<file path="config.mk">
export PLATFORM = sky130hd
export DESIGN_NAME = stc_top
export DESIGN_NICKNAME = d
export VERILOG_FILES = /design/src/stc_pkg.sv /design/src/stc_top.sv /design/src/stc_sync.sv
export SDC_FILE = /design/constraint.sdc
export NUM_CORES = 1
export LEC_CHECK = 0
export ABC_AREA = 1
export ABC_CLOCK_PERIOD_IN_PS = 3000
export BUFFER_PORTS_ARGS = -buffer_cell sky130_fd_sc_hd__buf_2
export CORE_ASPECT_RATIO = 1.1
export CORE_MARGIN = 2
export CORE_UTILIZATION = 50
export DETAILED_ROUTE_END_ITERATION = 16
export PLACE_DENSITY = 0.71
export SYNTH_ARGS = -nofsm -noshare
export SYNTH_HDL_FRONTEND = slang
export SYNTH_HIERARCHICAL = 1
export SYNTH_SLANG_ARGS = --single-unit
</file>
<file path="constraint.sdc">
create_clock -name clock_i -period 3 [get_ports clock_i]
set_input_delay 0.9 -clock clock_i [delete_from_list [all_inputs] [get_ports clock_i]]
set_output_delay 0.9 -clock clock_i [all_outputs]
set_load 0.05 [all_outputs]
</file>
<file path="src/stc_pkg.sv">
// package for the serial threshold comparator readout block
// assumes a 40 MHz system clock sampling slow external serial pins
package stc_pkg;
  // ----------------------------------------
  // widths and counts
  // ----------------------------------------
  localparam int STC_THR_W = 8;
  localparam logic [3:0] STC_BITS_PER_LOAD = 4'h8;
  localparam logic [3:0] STC_CNT_RESET = 4'h0;
  localparam logic [7:0] STC_THR_RESET = 8'h00;
  localparam logic [7:0] STC_THR_MSB_WEIGHT = 8'h80;
  // settle cycles from mux open to path power down on measure exit
  localparam int STC_ISOLATE_NS = 100;
  localparam int STC_CLK_NS = 25;
  localparam logic [3:0] STC_ISOLATE_CYC = 4'((STC_ISOLATE_NS + STC_CLK_NS - 1) / STC_CLK_NS);

  // ----------------------------------------
  // operating modes, one-hot
  // ----------------------------------------
  typedef enum logic [3:0] {
    STC_STANDBY = 4'h1,
    STC_MEAS_PRESS = 4'h2,
    STC_MEAS_TEMP = 4'h4,
    STC_OUT_READ = 4'h8
  } stc_mode_type;
endpackage

</file>
<file path="src/stc_top.sv">
// serial threshold comparator: serial load, mode decode and output compare
// assumes serial clock, data and mode pins are asynchronous, sampled here
`timescale 1ns/1ps
module stc_top import stc_pkg::*; (
  // clock and reset
  input wire logic clock_i,
  input wire logic reset_i,
  // serial link pins
  input wire logic serial_clk_i,
  input wire logic serial_data_i,
  // mode select pins
  input wire logic mode_select_low_i,
  input wire logic mode_select_high_i,
  // analog comparator result: sample above threshold reference
  input wire logic sample_above_i,
  // threshold to the reference converter
  output logic [7:0] comparator_threshold_o,
  // analog path controls
  output logic press_power_o,
  output logic temp_power_o,
  output logic temp_current_o,
  output logic press_mux_o,
  output logic temp_mux_o,
  output logic comp_enable_o,
  // output pin
  output logic out_o
);
  // ----------------------------------------
  // pin synchronisers
  // ----------------------------------------
  logic sclk_s;
  logic sdata_s;
  logic msl_s;
  logic msh_s;

  stc_sync u_sync_clk (.clock_i(clock_i), .reset_i(reset_i), .pin_i(serial_clk_i),
    .level_o(sclk_s));
  stc_sync u_sync_dat (.clock_i(clock_i), .reset_i(reset_i), .pin_i(serial_data_i),
    .level_o(sdata_s));
  stc_sync u_sync_msl (.clock_i(clock_i), .reset_i(reset_i), .pin_i(mode_select_low_i),
    .level_o(msl_s));
  stc_sync u_sync_msh (.clock_i(clock_i), .reset_i(reset_i), .pin_i(mode_select_high_i),
    .level_o(msh_s));

  // ----------------------------------------
  // mode decode
  // ----------------------------------------
  function automatic stc_mode_type stc_decode(input logic hi, input logic lo);
    stc_mode_type m;
    m = STC_STANDBY;
    if (hi && lo) begin
      m = STC_OUT_READ;
    end else if (hi) begin
      m = STC_MEAS_TEMP;
    end else if (lo) begin
      m = STC_MEAS_PRESS;
    end
    return m;
  endfunction

  stc_mode_type mode_q;
  stc_mode_type mode_d;
  logic sclk_prev_q;
  logic sclk_prev_d;
  logic [7:0] shift_q;
  logic [7:0] shift_d;
  logic [3:0] count_q;
  logic [3:0] count_d;
  logic [7:0] thr_q;
  logic [7:0] thr_d;
  logic rise;
  logic fall;
  logic measuring;

  assign rise = sclk_s && !sclk_prev_q;
  assign fall = !sclk_s && sclk_prev_q;
  assign measuring = (mode_q == STC_MEAS_PRESS) || (mode_q == STC_MEAS_TEMP);

  // ----------------------------------------
  // serial load
  // ----------------------------------------
  // next values of the shift path, counter and threshold
  always_comb begin
    mode_d = stc_decode(msh_s, msl_s);
    sclk_prev_d = sclk_s;
    shift_d = shift_q;
    count_d = count_q;
    thr_d = thr_q; // held unless a burst completes outside measure modes
    if (rise) begin
      shift_d = {shift_q[6:0], sdata_s}; // msb first
    end
    if (measuring) begin
      count_d = STC_CNT_RESET;
    end else if (fall) begin
      if (count_q == STC_BITS_PER_LOAD - 4'h1) begin
        thr_d = shift_q; // bit7 weight 128
        count_d = STC_CNT_RESET;
      end else begin
        count_d = count_q + 4'h1;
      end
    end
  end

  // registers; reset stands in for power up, which is undefined
  always_ff @(posedge clock_i) begin
    if (reset_i) begin
      mode_q <= STC_STANDBY;
      sclk_prev_q <= 1'b0;
      shift_q <= STC_THR_RESET;
      count_q <= STC_CNT_RESET;
      thr_q <= STC_THR_RESET;
    end else begin
      mode_q <= mode_d;
      sclk_prev_q <= sclk_prev_d;
      shift_q <= shift_d;
      count_q <= count_d;
      thr_q <= thr_d;
    end
  end

  // ----------------------------------------
  // analog path sequencing
  // ----------------------------------------
  logic press_pwr_q, press_pwr_d, temp_pwr_q, temp_pwr_d;
  logic press_mux_q, press_mux_d, temp_mux_q, temp_mux_d;
  logic comp_q, comp_d, out_q, out_d;
  logic temp_cur_q;
  logic temp_cur_d;
  logic [3:0] hold_q;
  logic [3:0] hold_d;

  // mux follows mode at once; power lingers until isolate time ends on exit to standby or read
  always_comb begin
    press_mux_d = (mode_d == STC_MEAS_PRESS);
    temp_mux_d = (mode_d == STC_MEAS_TEMP);
    comp_d = (mode_d == STC_OUT_READ);
    hold_d = hold_q;
    press_pwr_d = press_pwr_q;
    temp_pwr_d = temp_pwr_q;
    if (press_mux_d || temp_mux_d) begin
      press_pwr_d = press_mux_d;
      temp_pwr_d = temp_mux_d;
      hold_d = STC_ISOLATE_CYC;
    end else if (hold_q != 4'h0) begin
      hold_d = hold_q - 4'h1;
    end else begin
      press_pwr_d = 1'b0;
      temp_pwr_d = 1'b0;
    end
    // excitation only with temp power and temp mux both on
    temp_cur_d = temp_pwr_d && temp_mux_d;
    // compare against stored threshold reference
    out_d = comp_q ? sample_above_i : 1'b1;
  end

  always_ff @(posedge clock_i) begin
    if (reset_i) begin
      press_pwr_q <= 1'b0;
      temp_pwr_q <= 1'b0;
      press_mux_q <= 1'b0;
      temp_mux_q <= 1'b0;
      comp_q <= 1'b0;
      out_q <= 1'b1;
      temp_cur_q <= 1'b0;
      hold_q <= 4'h0;
    end else begin
      press_pwr_q <= press_pwr_d;
      temp_pwr_q <= temp_pwr_d;
      press_mux_q <= press_mux_d;
      temp_mux_q <= temp_mux_d;
      comp_q <= comp_d;
      out_q <= out_d;
      temp_cur_q <= temp_cur_d;
      hold_q <= hold_d;
    end
  end

  assign comparator_threshold_o = thr_q;
  assign press_power_o = press_pwr_q;
  assign temp_power_o = temp_pwr_q;
  assign temp_current_o = temp_cur_q;
  assign press_mux_o = press_mux_q;
  assign temp_mux_o = temp_mux_q;
  assign comp_enable_o = comp_q;
  assign out_o = out_q;

  // ----------------------------------------
  // checks
  // ----------------------------------------
  chk_count_clear: assert property (@(posedge clock_i) disable iff (reset_i)
    measuring |=> count_q == STC_CNT_RESET) else $error("counter not cleared");
  chk_shift_msb: assert property (@(posedge clock_i) disable iff (reset_i)
    rise |=> shift_q[0] == $past(sdata_s) && shift_q[7:1] == $past(shift_q[6:0]))
    else $error("shift wrong");
  chk_thr_load: assert property (@(posedge clock_i) disable iff (reset_i)
    (fall && !measuring && count_q == 4'h7) |=> thr_q == $past(shift_q))
    else $error("threshold not loaded");
  chk_thr_hold: assert property (@(posedge clock_i) disable iff (reset_i)
    !(fall && count_q == 4'h7) |=> $stable(thr_q)) else $error("threshold changed");
  chk_temp_current: assert property (@(posedge clock_i) disable iff (reset_i)
    temp_current_o |-> temp_mux_q) else $error("current outside temp mode");
  chk_mux_first: assert property (@(posedge clock_i) disable iff (reset_i)
    $fell(press_mux_q) |-> press_pwr_q) else $error("power dropped before isolate");
  chk_temp_isolate: assert property (@(posedge clock_i) disable iff (reset_i)
    $fell(temp_mux_q) |-> temp_pwr_q[*2]) else $error("temp power dropped early");
  chk_out_follow: assert property (@(posedge clock_i) disable iff (reset_i)
    comp_q |=> out_q == $past(sample_above_i)) else $error("out not comparing");
  chk_read_mode: assert property (@(posedge clock_i) disable iff (reset_i)
    (msh_s && msl_s) |=> comp_q) else $error("comparator not enabled");
  cov_load: cover property (@(posedge clock_i) fall && count_q == 4'h7 && !measuring);
  cov_press: cover property (@(posedge clock_i) $fell(press_mux_q));
  cov_temp: cover property (@(posedge clock_i) $fell(temp_mux_q));
  cov_read: cover property (@(posedge clock_i) comp_q && out_q == 1'b0);
endmodule

</file>
<file path="src/stc_sync.sv">
// two flip-flop synchroniser for one external pin
// assumes the input is asynchronous to clock_i
`timescale 1ns/1ps
module stc_sync (
  // clock and reset
  input wire logic clock_i,
  input wire logic reset_i,
  // pin in, synchronised level out
  input wire logic pin_i,
  output logic level_o
);
  logic meta_q;
  logic meta_d;
  logic level_q;
  logic level_d;

  // next values
  always_comb begin
    meta_d = pin_i;
    level_d = meta_q;
  end

  // two stages, reset to low as an open pin reads low
  always_ff @(posedge clock_i) begin
    if (reset_i) begin
      meta_q <= 1'b0;
      level_q <= 1'b0;
    end else begin
      meta_q <= meta_d;
      level_q <= level_d;
    end
  end

  assign level_o = level_q;
endmodule

</file>
### After elaboration in Yosys (flattened, before gate mapping)

Cells that the tools add are included.

* flip-flop bits (word level): 44
* output and inout bits: 15
* logic and storage cells: 57

* add/sub/neg operators: 2
* equal/unequal tests: 7
* mux-type cells: 10
* bitwise gates (word level): 2
* reduce and logical (&&, ||, !) cells: 14

Operator list (count)
* $eq 4x3->1 const B: 3
* $mux 3: 3
* $eq 4x2->1 const B: 2
* $mux 4: 2
* $reduce_or 2->1: 3
* $add 4x1->4 const B: 1
* $eq 4x4->1 const B: 1
* $logic_and 1x1->1: 4
* $mux 1: 4
* $reduce_bool 4->1: 1
* $sub 4x1->4 const B: 1
* $reduce_and 3->1: 1
* $logic_not 1->1: 2
* $logic_or 1x1->1: 2
* $mux 2: 1
* $ne 2x2->1 const B: 1
* $not 1->1: 2
* $reduce_bool 2->1: 1

### Longest topological paths before layout

Gate-level depths: netlist of run 1.

* depth after elaboration: 7
* depth in mapped cells: 7
* depth with buffers taken out: 6

### By module

Netlist of run 1, hierarchy kept.

Modules (own cells, without submodules)
* stc_top: instances 1, cells an instance 167, area an instance 1340.0 um2, sequential area each 640.6 um2
* stc_sync: instances 4, cells an instance 6, area an instance 55.1 um2, sequential area each 40.0 um2

### Least setup slack after synthesis of run 1

OpenSTA, ideal clock, no wires.

* path type: register to output
* start point: reg temp_mux_q, in the netlist temp_mux_o
* end point: out temp_mux_o
* arrival: 0.932 ns
* setup slack: 1.168 ns
* stages on the path, launching flop included: 2
* buffers on the path: 1
* cell sequence: dfxtp_1 -> buf_4

RTL lines
* start, declared: line stc_top.sv:125 `logic press_mux_q, press_mux_d, temp_mux_q, temp_mux_d;`
* start signal, assigned: line stc_top.sv:170 `temp_mux_q <= temp_mux_d;`
* end, declared: line stc_top.sv:23 `output logic temp_mux_o,`

No word-level cell between the ends.

### Worst setup path after layout of run 1

* start point: reg temp_mux_q, in the netlist temp_mux_o
* end point: out temp_mux_o

No word-level cell between the ends.

==> flow_summary_export.csv, run 1 <==
group,metric,value,unit
sta,finClkSkew,8.58,ps
worst_setup_path,crit_type,"flip-flop to output pin",
pwr,totalPowerFinal,1.06,mW
pwr,power_density,618,nW/um^2
finish,syn2layout_area_growth,9.38,%
sta,relSlewSlack,64.5,%
worst_hold_path,min-delay-start,"u_sync_msh/level_d",
grt,grt-ovfl-total,0,
routing,drc_errors,0,
floorplan,die_x,57.3,microns
finish,num-nets-final,227,
clock_tree,cts_buffers,5,
sta,hold_viol,0,
finish,drive_above_1_share,15.5,%
clock_tree,cts_root_buf,"clkbuf_4",
status,status,"finished clean",
worst_hold_path,holdPathEnd,"u_sync_msh/level_o",
place,hpwl,1510,microns
grt,antenna_found_initial,0,
worst_setup_path,timing.rr.end,"comparator_threshold_o[4]",
synth,postSynthAreaPerCell,8.17,sq um
worst_setup_path,required,2100,ps
grt,grt_pass1_wl,4110,microns
clock_tree,clk_path_buf_depth,2,
floorplan,pin_count,22,
sta,setup-tns-final,0,ps
clock_tree,clkLatencyLatePin,340,ps
clock_tree,cts_hold_buf,0,
clock_tree,htreeDepth,2,
worst_setup_path,crit_fanout,4,
routing,wl,2240,microns
routing,first_iter_violations,37,
clock_tree,cts_sinks,40,
sta,final.period_utilization,63.0,%
pwr,leakagePower,0.782,nW
routing,vias,1150,
clock_tree,post_cts_buffers,0,
grt,first_global_vias,989,
synth,yosys_register_bits,40,
worst_setup_path,path_delay_family,"flip-flops",
synth,synth.net_count,205,
synth,synthesis.area,1560,sq um
routing,vias_per_cell,4.66,
worst_setup_path,reg2reg_depth,6,
worst_setup_path,cpPeakStageDelay,380,ps
sta,tightest_slew,532,ps
place,gp_congestion,0.704,
sta,setup_viol,0,
worst_setup_path,reg2reg_slack,1670,ps
grt,grt_max_degree,21,
sta,max_freq,0.529,GHz
sta,rsz0062_at_grt,"no",
worst_hold_path,hp-class,"flip-flop to flip-flop",
finish,final_common_cell,"dfxtp_1",
finish,n_fill_cell,292,
floorplan,core-area,3020,sq um
worst_setup_path,end_kind,"output pin",
run,maxCapViolations,0,
floorplan,dieArea,3580,sq um
pwr,ir_drop,465,uV
synth,yosysUniqueCellTypes,21,
synth,syn-instance-count,191,
routing,drtPass1Iterations,4,
clock_tree,cts_tree,"done",
worst_setup_path,cp.arrival,990,ps
synth,yosysWarnings,6,
synth,seq_area_frac_synth,51.3,%
floorplan,start_util,51.6,%
floorplan,die_height,62.6,microns
finish,layout_common_cells,"dfxtp_1, inv_1, nor2_1",
sta,fin_crit,1890,ps
clock_tree,cts.repair.resized,0,
grt,grt_usage,14.7,%
finish,diodes,0,
worst_setup_path,cp_slowest_cell,"dfxtp_1",
worst_setup_path,timing.rr.start,"count_q[0]",
worst_setup_path,cp-start-kind,"flip-flop",
place,port_buffers,21,
worst_setup_path,path_cells,"buf_2",
clock_tree,clk_pin_slew_worst_paths,110,ps
routing,wl_per_cell,9.07,microns
worst_hold_path,hold_depth,2,
worst_setup_path,cp_num_buf_inv,1,
sta,finalMaxSlewViolations,0,
floorplan,fp-row-count,21,
routing,route.antenna.remaining_nets,0,
-- area by class of cell --
type                    instances  area, sq um  area share (%)
well taps                      34         42.5            2.49
clock inverters                 1         5.00           0.293
flip-flops and latches         40          801            46.9
clock buffers                   6         41.3            2.42
repair buffers                 21          105            6.16
multi-input cells             112          588            34.5
inverters                      33          124            7.26
-- stage by stage --
| step | hold slack [ps] | std cells | worst slack (ps) | utilization [%] | instance area, sq um |
|---|---|---|---|---|---|
| 3_3_place_gp | 390 | 240 | 1090 | 54.9 | 1660 |
| 4_1_cts | 411 | 247 | 1090 | 56.5 | 1710 |
| 6_report | 405 | 247 | 1110 | 56.5 | 1710 |
| 2_1_floorplan | 388 | 191 | 1170 | - | 1560 |
| 5_1_grt | 419 | 247 | 1010 | 56.5 | 1710 |
| 3_5_place_dp | 396 | 240 | 1050 | 54.9 | 1660 |
-- cells in the mapped netlist --
| cell | number | area share, % |
|---|---|---|
| a21oi_1 | 21 | 6.7 |
| a22oi_1 | 1 | 0.48 |
| buf_2 | 3 | 0.96 |
| buf_4 | 1 | 0.48 |
| buf_6 | 1 | 0.72 |
| clkbuf_8 | 1 | 0.88 |
| dfxtp_1 | 40 | 51 |
| ha_1 | 7 | 5.6 |
| inv_1 | 32 | 7.7 |
| inv_2 | 1 | 0.24 |
| nand2_1 | 21 | 5.1 |
| nand2_2 | 1 | 0.40 |
| nand3_1 | 14 | 4.5 |
| nand3_2 | 2 | 1.3 |
| nand3b_1 | 1 | 0.48 |
| nand4_1 | 1 | 0.40 |
| nor2_1 | 28 | 6.7 |
| nor2_4 | 1 | 0.72 |
| o21ai_0 | 10 | 3.2 |
| or2_2 | 1 | 0.40 |
| xor2_1 | 3 | 1.7 |
-- kinds of logic after synthesis --
| logic type | after synthesis | synth area share, % |
|---|---|---|
| flops | 40 | 51.3 |
| compound gates | 32 | 10.4 |
| xor+xnor | 3 | 1.68 |
| simple gates | 70 | 20.0 |
| fa+ha+maj | 7 | 5.61 |
| buf+inv | 39 | 11.0 |
-- worst reg2reg max path: cells and delay by family (launching register included) --
kind / cells / cell delay [ps]
adders and majority gates: 1 / 210
DFF: 1 / 380
and+or+nand+nor: 5 / 660
-- flip-flops by register name (all words and copies together), names as in the netlist, 2 cells and up --
signal,count
shift_q,8
hold_q,4
mode_q,2
count_q,4
comparator_threshold_o,8
-- power by group --
group / switching (mW) / leakage (nW) / total, mW / internal, mW
sequential: 0.0201 / 0.326 / 0.596 / 0.576
combinational: 0.144 / 0.428 / 0.214 / 0.0702
clock: 0.159 / 0.0281 / 0.245 / 0.0864
-- metal layers --
layer | vias to the layer above | GRT usage (%) | part of all wire [%]
li1 | 639 | - | -
met1 | 480 | 18.8 | 50
met2 | 23 | 21.1 | 43
met3 | 8 | 4.35 | 4.2
met4 | 0 | 9.59 | 2.7
met5 | - | 0 | 0
-- how the worst max path moves through the flow --
stage,start,endpoint,depth (start not counted)
finish,temp_mux_o,temp_mux_o,1
global route,temp_mux_o,temp_current_o,1
CTS,temp_mux_o,temp_mux_o,1
detailed placement,reset_i,press_power_o,4
global placement,reset_i,shift_q[1],4
floorplan,temp_mux_o,temp_mux_o,1
No activity file was read; power rests on OpenSTA's default activity.
==> run 2: changes to the inputs <==
--- a/config.mk
+++ b/config.mk
@@ -6,13 +6,13 @@
 export NUM_CORES = 1
 export LEC_CHECK = 0
 export ABC_AREA = 1
-export ABC_CLOCK_PERIOD_IN_PS = 3000
+export ABC_CLOCK_PERIOD_IN_PS = 1540
 export BUFFER_PORTS_ARGS = -buffer_cell sky130_fd_sc_hd__buf_2
 export CORE_ASPECT_RATIO = 1.1
 export CORE_MARGIN = 2
-export CORE_UTILIZATION = 50
+export CORE_UTILIZATION = 49
 export DETAILED_ROUTE_END_ITERATION = 16
-export PLACE_DENSITY = 0.71
+export PLACE_DENSITY = 0.73
 export SYNTH_ARGS = -nofsm -noshare
 export SYNTH_HDL_FRONTEND = slang
 export SYNTH_HIERARCHICAL = 1
==> constraint.sdc (replaced) <==
create_clock -name clock_i -period 1.54 [get_ports clock_i]
set_input_delay 0.462 -clock clock_i [delete_from_list [all_inputs] [get_ports clock_i]]
set_output_delay 0.462 -clock clock_i [all_outputs]
set_load 0.05 [all_outputs]
==> flow_summary_export.csv, run 2 (synthesized netlist as in run 1, its figures left out) <==
group,metric,value,unit
sta,finalMaxSlewViolations,0,
worst_setup_path,end_kind,"output pin",
worst_setup_path,reg2reg_slack,210,ps
worst_setup_path,required,1080,ps
routing,drtPass1Iterations,4,
worst_setup_path,cp.arrival,1000,ps
finish,syn2layout_area_growth,13.6,%
worst_setup_path,timing.rr.end,"press_power_o",
grt,grt_max_degree,19,
clock_tree,cts.repair.resized,0,
finish,diodes,0,
finish,seqCellArea,801,sq um
worst_setup_path,cp_slowest_cell,"dfxtp_1",
worst_setup_path,timing.rr.start,"u_sync_msl/level_o",
pwr,p_comb_share,17.3,%
grt,grt-ovfl-total,0,
floorplan,core-area,3050,sq um
grt,gr-usage-met1,17.0,%
worst_setup_path,path_delay_family,"flip-flops",
finish,fin_area,1770,sq um
pwr,power_frac_seq,48.4,%
routing,drc_errors,0,
sta,tightest_slew,439,ps
sta,final.period_utilization,94.6,%
grt,antenna_found_initial,0,
worst_setup_path,path_cells,"buf_2",
status,status,"finished clean",
finish,num-nets-final,229,
routing,route.antenna.remaining_nets,0,
worst_setup_path,cp.depth,1,
floorplan,start_util,51.2,%
pwr,power_density,1350,nW/um^2
place,hpwl,1590,microns
routing,first_iter_violations,61,
sta,hold_viol,0,
finish,final_core_util,58.2,%
clock_tree,cts_root_buf,"clkbuf_4",
pwr,leakagePower,0.815,nW
routing,wl,2280,microns
finish,multi_input_area,588,sq um
pwr,clkPwrFrac,34.2,%
clock_tree,clk_path_buf_depth,2,
routing,vias,1167,
clock_tree,post_cts_buffers,0,
sta,max_freq,0.686,GHz
worst_setup_path,cp-start-kind,"flip-flop",
grt,grt_util_met3,6.78,%
worst_setup_path,cp_num_buf_inv,1,
clock_tree,clkLatencyLatePin,340,ps
finish,layout_common_cells,"dfxtp_1, inv_1, nor2_1",
sta,setup_viol,0,
routing,vias_per_cell,4.69,
clock_tree,cts_tree,"done",
floorplan,die_x,57.8,microns
worst_setup_path,crit_start,"temp_mux_o",
pwr,ir_drop,1020,uV
place,dp_cells,242,
finish,final_common_cell,"dfxtp_1",
routing,wl_per_cell,9.14,microns
worst_setup_path,cpPeakStageDelay,380,ps
clock_tree,cts_hold_buf,0,
pwr,intPower,1.76,mW
finish,n_fill_cell,287,
place,place_area,1680,sq um
worst_setup_path,reg2reg_depth,5,
finish,fin_cells,249,
worst_setup_path,crit_type,"flip-flop to output pin",
sta,hold_slack,296,ps
sta,setup-tns-final,0,ps
sta,relSlewSlack,70.7,%
worst_hold_path,hp-class,"primary input to flip-flop",
sta,rsz0062_at_grt,"no",
place,port_buffers,21,
pwr,swShare,26.4,%
worst_setup_path,critPathCapture,"temp_current_o",
floorplan,dieArea,3650,sq um
floorplan,die_height,63.2,microns
run,maxCapViolations,0,
sta,finClkSkew,15.5,ps
pwr,p_switching,0.632,mW
clock_tree,clk_pin_slew_worst_paths,120,ps
clock_tree,cts_sinks,40,
grt,use_met2,22.2,%
clock_tree,htreeDepth,2,
place,gp_congestion,0.717,
worst_setup_path,crit_fanout,4,
clock_tree,cts_buffers,5,
sta,fin_crit,1460,ps
grt,grt_pass1_wl,4050,microns
floorplan,fp-row-count,21,
grt,grt_busiest_layer,"met2",
grt,first_global_vias,990,
finish,drive_above_1_share,16.7,%
grt,grt_usage,14.3,%
floorplan,pin_count,22,
run 2: cell types whose count changed in the layout (fill, tap and decap cells not counted), sizes merged:
cell	before	now
clkinv	1	0
buf	21	23
clkbuf	6	5
bufinv	0	2
run 2: power by group through the flow:
stage	sequential, mW	clock (mW)	combinational (mW)
floorplan	1.23	0	0.286
global placement	1.18	0	0.407
detailed placement	1.18	0	0.416
CTS	1.16	0.845	0.418
global route	1.17	0.891	0.493
finish	1.16	0.818	0.414
run 2: how the worst min path moves through the flow:
stage,cells after the start,to,start
2_1_floorplan,2,u_sync_clk/level_o,u_sync_clk/level_d
3_3_place_gp,2,u_sync_dat/level_o,u_sync_dat/level_d
3_5_place_dp,2,u_sync_msl/level_o,u_sync_msl/level_d
4_1_cts,2,out_o,sample_above_i
5_1_grt,3,u_sync_msl/level_d,mode_select_low_i
6_report,2,out_o,sample_above_i
run 2: layout make-up:
type	count	area share [%]
Sequential cell	40	45.2
Multi-Input combinational cell	112	33.2
Inverter	33	6.99
Timing Repair Buffer	23	6.77
Clock inverter	2	3.39
Tap cell	34	2.40
Clock buffer	5	2.12
run 2: metal layers:
metal | part of all wire (%) | vias up
li1 | - | 642
met1 | 48 | 501
met3 | 4.0 | 2
met4 | 0.66 | 0
met5 | 0 | -
met2 | 48 | 22
run 2: metrics by stage:
stage               power (mW)  worst slack, ps
floorplan                 1.51              111
global placement          1.59              229
detailed placement        1.60              190
CTS                       2.42             57.0
global route              2.55             12.8
finish                    2.39             82.9
